[src/rbs_pkg.sv]
package rbs_pkg;

  // lock latency after the external reset is released, in input clock cycles
  localparam int unsigned LOCK_CYCLES      = 4096;
  localparam int unsigned LOCK_CNT_W       = 13;
  // least low time of the external reset after power-up, in input clock periods
  localparam int unsigned MIN_RESET_PERIODS = 4;
  // settling time of the clock multiplier at power-up
  localparam int unsigned PLL_SETTLE_US    = 100;
  localparam int unsigned CLK_PERIOD_PS    = 50000;
  localparam int unsigned PLL_SETTLE_CYCLES = (PLL_SETTLE_US * 1000000) / CLK_PERIOD_PS;

  localparam logic [31:0] RESET_VECTOR     = 32'h0009_0000;
  localparam logic [1:0]  BOOT_CFG_RESET   = 2'h0;
  localparam logic [LOCK_CNT_W-1:0] LOCK_LAST = LOCK_CNT_W'(LOCK_CYCLES - 1);
  localparam logic [LOCK_CNT_W-1:0] CNT_ZERO  = '0;

  typedef enum logic [1:0] {
    RBS_IN_RESET = 2'b00,
    RBS_LOCKING  = 2'b01,
    RBS_RUNNING  = 2'b10
  } rbs_state_type;

  // strobe pin group of the parallel port: values and active-low enables
  typedef struct packed {
    logic rd_n;
    logic wr_n;
    logic addr_latch;
  } rbs_strobe_type;

  // core start request
  typedef struct packed {
    logic        start;
    logic [31:0] vector;
  } rbs_core_start_type;

endpackage

[src/rbs_sync.sv]
`timescale 1ns/1ps
module rbs_sync #(
  parameter int unsigned WIDTH = 1
) (
  input  wire logic             ref_clk,
  input  wire logic             rst,
  input  wire logic [WIDTH-1:0] async_in,
  output logic      [WIDTH-1:0] sync_out
);

  logic [WIDTH-1:0] stage1;

  // first stage feeds only the second stage
  always_ff @(posedge ref_clk) begin
    if (rst) begin
      stage1   <= '0;
      sync_out <= '0;
    end else begin
      stage1   <= async_in;
      sync_out <= stage1;
    end
  end

endmodule

[src/rbs_reset_boot_sequencer.sv]
`timescale 1ns/1ps
// Notes on behaviour
// - core reset state is driven out on a dedicated reset mirror pin
// - after reset release, wait 4096 input clocks for lock before core release
// - after the lock wait, core starts fetching at the fixed reset vector
// - low test reset clears test state machine; board pulses it after power-up
// - read, write, address latch strobes float only while reset is active
module rbs_reset_boot_sequencer (
  input  wire logic                        ref_clk,
  input  wire logic                        rst,
  input  wire logic                        reset_in_n,
  input  wire logic [1:0]                  boot_config_select,
  input  wire logic                        test_reset_n,
  input  wire logic                        rd_n_core,
  input  wire logic                        wr_n_core,
  input  wire logic                        addr_latch_core,
  output logic                             core_reset,
  output logic                             core_reset_mirror_out,
  output rbs_pkg::rbs_core_start_type      core_start,
  output logic [1:0]                       boot_mode,
  output logic                             test_logic_reset,
  output rbs_pkg::rbs_strobe_type          strobe_out,
  output rbs_pkg::rbs_strobe_type          strobe_oe_n,
  output logic                             emulation_status_out,
  output logic                             emulation_status_oe_n
);

  logic                              reset_sync_n;
  logic [1:0]                        boot_sync;
  logic                              test_reset_sync_n;
  rbs_pkg::rbs_state_type            state;
  rbs_pkg::rbs_state_type            next_state;
  logic [rbs_pkg::LOCK_CNT_W-1:0]    lock_cnt;
  logic [rbs_pkg::LOCK_CNT_W-1:0]    next_lock_cnt;
  logic                              reset_active;
  logic                              lock_done;
  logic                              start_pulse;
  rbs_pkg::rbs_strobe_type           strobe_val;

  // all pins cross two flops before use
  rbs_sync #(
    .WIDTH (4)
  ) u_sync (
    .ref_clk  (ref_clk),
    .rst      (rst),
    .async_in ({reset_in_n, boot_config_select, test_reset_n}),
    .sync_out ({reset_sync_n, boot_sync, test_reset_sync_n})
  );

  assign reset_active = ~reset_sync_n;
  assign lock_done    = (lock_cnt == rbs_pkg::LOCK_LAST);
  assign start_pulse  = (state == rbs_pkg::RBS_LOCKING) && lock_done && reset_sync_n;

  always_comb begin
    next_state    = state;
    next_lock_cnt = lock_cnt;
    case (state)
      rbs_pkg::RBS_IN_RESET: begin
        next_lock_cnt = rbs_pkg::CNT_ZERO;
        if (reset_sync_n) begin
          next_state = rbs_pkg::RBS_LOCKING;
        end
      end
      rbs_pkg::RBS_LOCKING: begin
        if (!reset_sync_n) begin
          next_state    = rbs_pkg::RBS_IN_RESET;
          next_lock_cnt = rbs_pkg::CNT_ZERO;
        end else if (lock_done) begin
          next_state = rbs_pkg::RBS_RUNNING;
        end else begin
          next_lock_cnt = lock_cnt + 1'b1;
        end
      end
      rbs_pkg::RBS_RUNNING: begin
        if (!reset_sync_n) begin
          next_state    = rbs_pkg::RBS_IN_RESET;
          next_lock_cnt = rbs_pkg::CNT_ZERO;
        end
      end
      default: begin
        next_state    = rbs_pkg::RBS_IN_RESET;
        next_lock_cnt = rbs_pkg::CNT_ZERO;
      end
    endcase
  end

  always_ff @(posedge ref_clk) begin
    if (rst) begin
      state    <= rbs_pkg::RBS_IN_RESET;
      lock_cnt <= rbs_pkg::CNT_ZERO;
    end else begin
      state    <= next_state;
      lock_cnt <= next_lock_cnt;
    end
  end

  // boot mode caught while reset is low; board keeps pins stable then
  always_ff @(posedge ref_clk) begin
    if (rst) begin
      boot_mode <= rbs_pkg::BOOT_CFG_RESET;
    end else if (reset_active) begin
      boot_mode <= boot_sync;
    end
  end

  always_ff @(posedge ref_clk) begin
    if (rst) begin
      core_reset            <= 1'b1;
      core_reset_mirror_out <= 1'b0;
      core_start            <= '0;
      test_logic_reset      <= 1'b1;
    end else begin
      core_reset            <= (next_state != rbs_pkg::RBS_RUNNING);
      core_reset_mirror_out <= ~(next_state != rbs_pkg::RBS_RUNNING);
      core_start.start      <= start_pulse;
      core_start.vector     <= rbs_pkg::RESET_VECTOR;
      test_logic_reset      <= ~test_reset_sync_n;
    end
  end

  // strobes idle high after reset; pads float whole time reset is seen
  always_ff @(posedge ref_clk) begin
    if (rst) begin
      strobe_val <= '1;
    end else begin
      strobe_val.rd_n       <= rd_n_core;
      strobe_val.wr_n       <= wr_n_core;
      strobe_val.addr_latch <= addr_latch_core;
    end
  end

  assign strobe_out  = strobe_val;
  assign strobe_oe_n = {3{reset_active | rst}};

  // open drain status pin: never pulled low by this block, pull-up holds it
  assign emulation_status_out  = 1'b0;
  assign emulation_status_oe_n = 1'b1;
endmodule

[config.mk]
export PLATFORM = sky130hd
export DESIGN_NAME = rbs_reset_boot_sequencer
export DESIGN_NICKNAME = d
export VERILOG_FILES = /design/src/rbs_pkg.sv /design/src/rbs_sync.sv /design/src/rbs_reset_boot_sequencer.sv
export SDC_FILE = /design/constraint.sdc
export NUM_CORES = 1
export LEC_CHECK = 0
export ABC_CLOCK_PERIOD_IN_PS = 1500
export BUFFER_PORTS_ARGS = -buffer_cell sky130_fd_sc_hd__buf_4
export CORE_MARGIN = 8
export CORE_UTILIZATION = 44
export DETAILED_ROUTE_END_ITERATION = 8
export PLACE_DENSITY = 0.82
export SYNTH_ARGS = -nofsm -noshare
export SYNTH_HDL_FRONTEND = slang
export SYNTH_SLANG_ARGS = --single-unit
[constraint.sdc]
create_clock -name ref_clk -period 1.5 [get_ports ref_clk]
set_input_delay 0.075 -clock ref_clk [delete_from_list [all_inputs] [get_ports ref_clk]]
set_output_delay 0.075 -clock ref_clk [all_outputs]
set_load 0.02 [all_outputs]
# == After elaboration in Yosys (flattened, before gate mapping) ==
# Index checks and enable logic that the tools add are counted.
# totals
regBits,64
in_bits,9
out_inout_bits,46
word_cells,38
# classes
n_addsub,1
n_eq_ne,6
muxes,10
bitwise_logic,4
reduce_logical,4
# op_table
op,count
13-bit 2-to-1 mux,3
13-bit case mux with 2 select lines,1
20-bit 2-to-1 mux,1
"13-bit by 1-bit adder with 13-bit output, second input constant",1
"13-bit by 12-bit == test with 1-bit output, second input constant",1
2-bit 2-to-1 mux,4
2-bit case mux with 3 select lines,1
"2-bit != test, second input constant",2
"3-bit != test, second input constant",1
1-bit inverter,3
"2-bit by 1-bit == test with 1-bit output, second input constant",1
"2-bit == test, second input constant",1
1-bit logical AND,2
2-bit zero test,1
2-bit AND reduction,1
1-bit bitwise OR,1

# == Longest topological paths before layout ==
# depth
ltp_word,6
depth_mapped,6
depth_no_buf,5

# == Hierarchy ==
# A second synthesis with hierarchy kept.
# hier_totals
cells_unflattened,168
area_unflattened_um2,1577.8
# by_module_without_submodules
module,instances,cells_per_inst,area_each_um2,seq_area_each_um2
rbs_reset_boot_sequencer,1,152,1367.6,500.5
rbs_sync,1,16,210.2,160.2

# == Worst setup path before layout ==
# Ideal clock, no wire load.
# synth_path
kind,register to register
start,reg lock_cnt[0] in the netlist's numbering
end,reg lock_cnt[3] in the netlist's numbering
setup_ps,74
t_arrival_ps,1514
t_required_ps,1426
path_slack_ps,-88
path_stages_with_launch,7
path_buffers,1
period_less_slack_ps,1588
cell_sequence,dfxtp_1 ha_1 nand4_2 nor4_4 buf_6 o211ai_1 a31oi_1
# synth_via
elab_chain_len,4
elab_cells_between_ends,7
cone_classes,1 x add/sub; 2 x eq/ne; 3 x mux; 1 x reduce/logical
# synth_rtl
item,line,text
"start, declared",rbs_reset_boot_sequencer.sv:33,logic [rbs_pkg::LOCK_CNT_W-1:0] lock_cnt;
"start signal, assigned",rbs_reset_boot_sequencer.sv:90,lock_cnt <= rbs_pkg::CNT_ZERO;
"start signal, assigned",rbs_reset_boot_sequencer.sv:93,lock_cnt <= next_lock_cnt;
13-bit by 1-bit adder with 13-bit output,rbs_reset_boot_sequencer.sv:71,next_lock_cnt = lock_cnt + 1'b1;
13-bit 2-to-1 mux,rbs_reset_boot_sequencer.sv:68,end else if (lock_done) begin
13-bit 2-to-1 mux,rbs_reset_boot_sequencer.sv:65,if (!reset_sync_n) begin
13-bit case mux with 2 select lines,rbs_reset_boot_sequencer.sv:57,case (state)
# Parallel ways exist; a longest one is shown, timed or not. The select of a mux whose other input is x is not followed.
# A chain may end at the register's enable or synchronous reset.

# == Worst setup path after layout ==
# layout_path
start,reg lock_cnt[0] in the netlist's numbering
end,reg lock_cnt[7] in the netlist's numbering
# The elaborated chain is that of the path after synthesis.

==> results.py <==
metrics = {
    "pwr": {
        "p_per_area_nw_per_um2": 830,
        "p_switching_uw": 416,
        "swShare": 0.244,
        "internal_power_mw": 1.29,
        "clock_power_share": 0.370,
        "power_frac_comb": 0.101,
        "irDropWorstVdd_uv": 528,
        "seqPwrFrac": 0.530,
        "p_leak_nw": 0.910,
    },
    "layout": {
        "stdcell_count": 273,
        "register_area_um2": 668,
        "drive_gt1_frac": 0.351,
        "fin_nets": 235,
        "num-fill-cells": 302,
        "syn2layout_area_growth_pct": 27.4,
        "multi_input_area_um2": 816,
        "diodes": 0,
    },
    "yosys": {
        "ys_async_sr_fraction": 0,
        "synth-seq-cells": 33,
        "synth_edf_count": 0,
        "synth_largest_area_cell": "dfxtp_1",
        "yosysMostFrequentCell": "buf_4",
        "syn_inst": 174,
        "ys_warn_count": 0,
        "syn-cell-area_um2": 1610,
        "ys_types": 43,
        "ys_top_cells_by_count": "buf_4 (35), dfxtp_1 (33), nand2_1 (10)",
        "yosysSeqAreaShare": 0.411,
        "synth_area_leaders": "dfxtp_1 (41%), buf_4 (16%), a31oi_1 (3.1%)",
        "yosys.area.top_type_share": 0.411,
        "synth-main-ff-cell": "dfxtp_1",
        "synth.avg_cell_area_um2": 9.25,
    },
    "die": {
        "initial_core_util": 0.450,
        "die_h_um": 76.5,
        "die_area_um2": 5850,
        "num_rows": 22,
        "core_area_um2": 3580,
        "io_pins": 55,
        "die_x_um": 76.5,
    },
    "global_routing": {
        "grt.total_usage": 0.133,
        "overflow": 0,
        "grt_pass1_vias": 1469,
        "grt_pass1_wl_um": 6540,
        "antenna_found_initial": 0,
        "grt_max_degree": 27,
    },
    "timing": {
        "setup_ws_ns": -0.0575,
        "skew_ns": 0.0109,
        "rsz0062_at_grt": "true",
        "setup_viol": 3,
        "fmax_mhz": 642,
        "layout_min_cycle_time_ns": 1.56,
        "period_share": 1.04,
        "drv_slew": 0,
        "final_hold_viol_count": 0,
    },
    "routing": {
        "firstDrtPassIters": 4,
        "avgViaCountPerCell": 5.01,
        "dr.first_iter.drc_count": 125,
        "vias": 1368,
        "wire_per_inst_um": 14.2,
        "remaining_drc_errors": 0,
        "drt_wl_total_um": 3890,
        "drtAntennaViolNets": 0,
    },
    "clock_tree": {
        "clk_path_buf_depth": 2,
        "cts_buffers": 5,
        "cts_root_buf": "clkbuf_4",
        "cts_tree": "built",
        "htree_num_levels": 2,
        "cts_sinks": 33,
        "clock_latency_ns": 0.33,
        "clk_pin_slew_ns": 0.10,
    },
    "placed_design": {
        "place_ws_ns": -0.120,
        "portBuffers": 22,
        "place_hpwl_um": 2640,
        "dp_cells": 256,
        "gp_congestion": 0.899,
    },
    "setup_path": {
        "ff2ff_setup_slack_ns": -0.06,
        "worstPathArrival_ns": 1.82,
        "endpoint_kind": "flip-flop",
        "worstSetupStartpointType": "flip-flop",
        "crit_required_ns": 1.76,
        "path_max_fanout": 6,
        "reg2reg_to": "lock_cnt[7]",
        "critPathKind": "reg -> reg",
        "rr_worst_depth": 6,
        "r2r_start": "lock_cnt[0]",
    },
    "job": {
        "max-cap-violations": 0,
    },
    "run_status": {
        "status": "finished, violations left",
        "violations": "negative setup slack",
    },
    "hold_path": {
        "hp-start": "rst",
        "hp-class": "in -> reg",
        "hold_depth": 2,
        "hold_end": "lock_cnt[2]",
    },
}
==> worst max-delay path by stage <==
stage                startpoint          end  slack [ns]  cells after the start
CTS                 lock_cnt[0]  lock_cnt[7]       -0.06                      6
finish              lock_cnt[0]  lock_cnt[7]       -0.06                      6
global route        lock_cnt[0]  lock_cnt[2]       -0.13                      5
global placement    lock_cnt[1]  lock_cnt[1]       -0.09                      6
detailed placement  lock_cnt[1]  lock_cnt[1]       -0.12                      6
floorplan           lock_cnt[0]  lock_cnt[3]        0.01                      6
==> critical path, stage by stage, from the launching register on <==
cell and delay, ns:
dfxtp_2 0.35, ha_4 0.17, nand4_4 0.07, nor4_4 0.07, buf_4 0.16, or4_1 0.50, a31oi_1 0.17
==> cell type report <==
| cell class | count | share of cell area |
|---|---|---|
| timing repair buffer | 54 | 0.206 |
| clock buffer | 5 | 0.0183 |
| multi-input combinational | 128 | 0.398 |
| sequential | 33 | 0.326 |
| inverter | 3 | 0.00549 |
| tap | 48 | 0.0293 |
| clock inverter | 2 | 0.0171 |
==> kinds of logic after synthesis <==
| kind of cell | count (synthesis) | share of synthesized area |
|---|---|---|
| fa+ha+maj | 1 | 0.00777 |
| buf+inv | 43 | 0.187 |
| mux | 2 | 0.0124 |
| flops | 33 | 0.411 |
| simple gates | 70 | 0.280 |
| other cells | 2 | 0.00467 |
| compound gates | 23 | 0.0980 |
==> through the flow <==
step	instance area (um2)	total power, mW	util	hold WS [ns]	TNS, ns
2_1_floorplan	1730	1.10	-	0.147	0
3_3_place_gp	1830	1.07	0.511	0.259	-0.235
3_5_place_dp	1830	1.07	0.511	0.264	-0.488
4_1_cts	2010	1.71	0.562	0.0813	-0.0935
5_1_grt	2050	1.77	0.573	0.0777	-0.563
6_report	2050	1.70	0.573	0.0793	-0.101
==> flip-flops by register name, summed over array words and instances, names as in the netlist <==
register and count:
lock_cnt 13, u_sync.stage1 4, strobe_out 3, core_reset_mirror_out 1
core_reset 1, core_start 2, u_sync.sync_out 4, state 2
test_logic_reset 1, boot_mode 2
==> placed cells by master (no fill, tap or decap), drive strengths merged, types with 7 or more instances in the layout <==
cell	count
dlygate4sd3	7
nor2	8
a31oi	8
nand2	10
dfxtp	33
buf	47
nor2b	8
nand3	7
conb	32
==> power groups by stage <==
stage / clock network, mW / logic (mW) / registers, mW
after floorplan: 0 / 0.166 / 0.931
after detailed placement: 0 / 0.152 / 0.922
after global placement: 0 / 0.151 / 0.921
final: 0.629 / 0.172 / 0.902
after CTS: 0.643 / 0.167 / 0.902
after global routing: 0.684 / 0.184 / 0.904
==> timing repair <==
action | in CTS | in global routing
cloned | 0 | 0
buffers inserted | 2 | 2
gates resized for setup | 7 | 9
endpoints found under the hold margin | 7 | 0
pin swaps | 10 | 6
setup endpoints to repair | 10 | 13
hold buffers | 7 | 0
==> per-layer routing <==
layer  global-route usage  wire length (um)
met1                0.144              1610
met2                0.213              1930
met3               0.0472               228
met4               0.0942               129
met5                    0                 0
No activity file was read; power rests on OpenSTA's default activity.
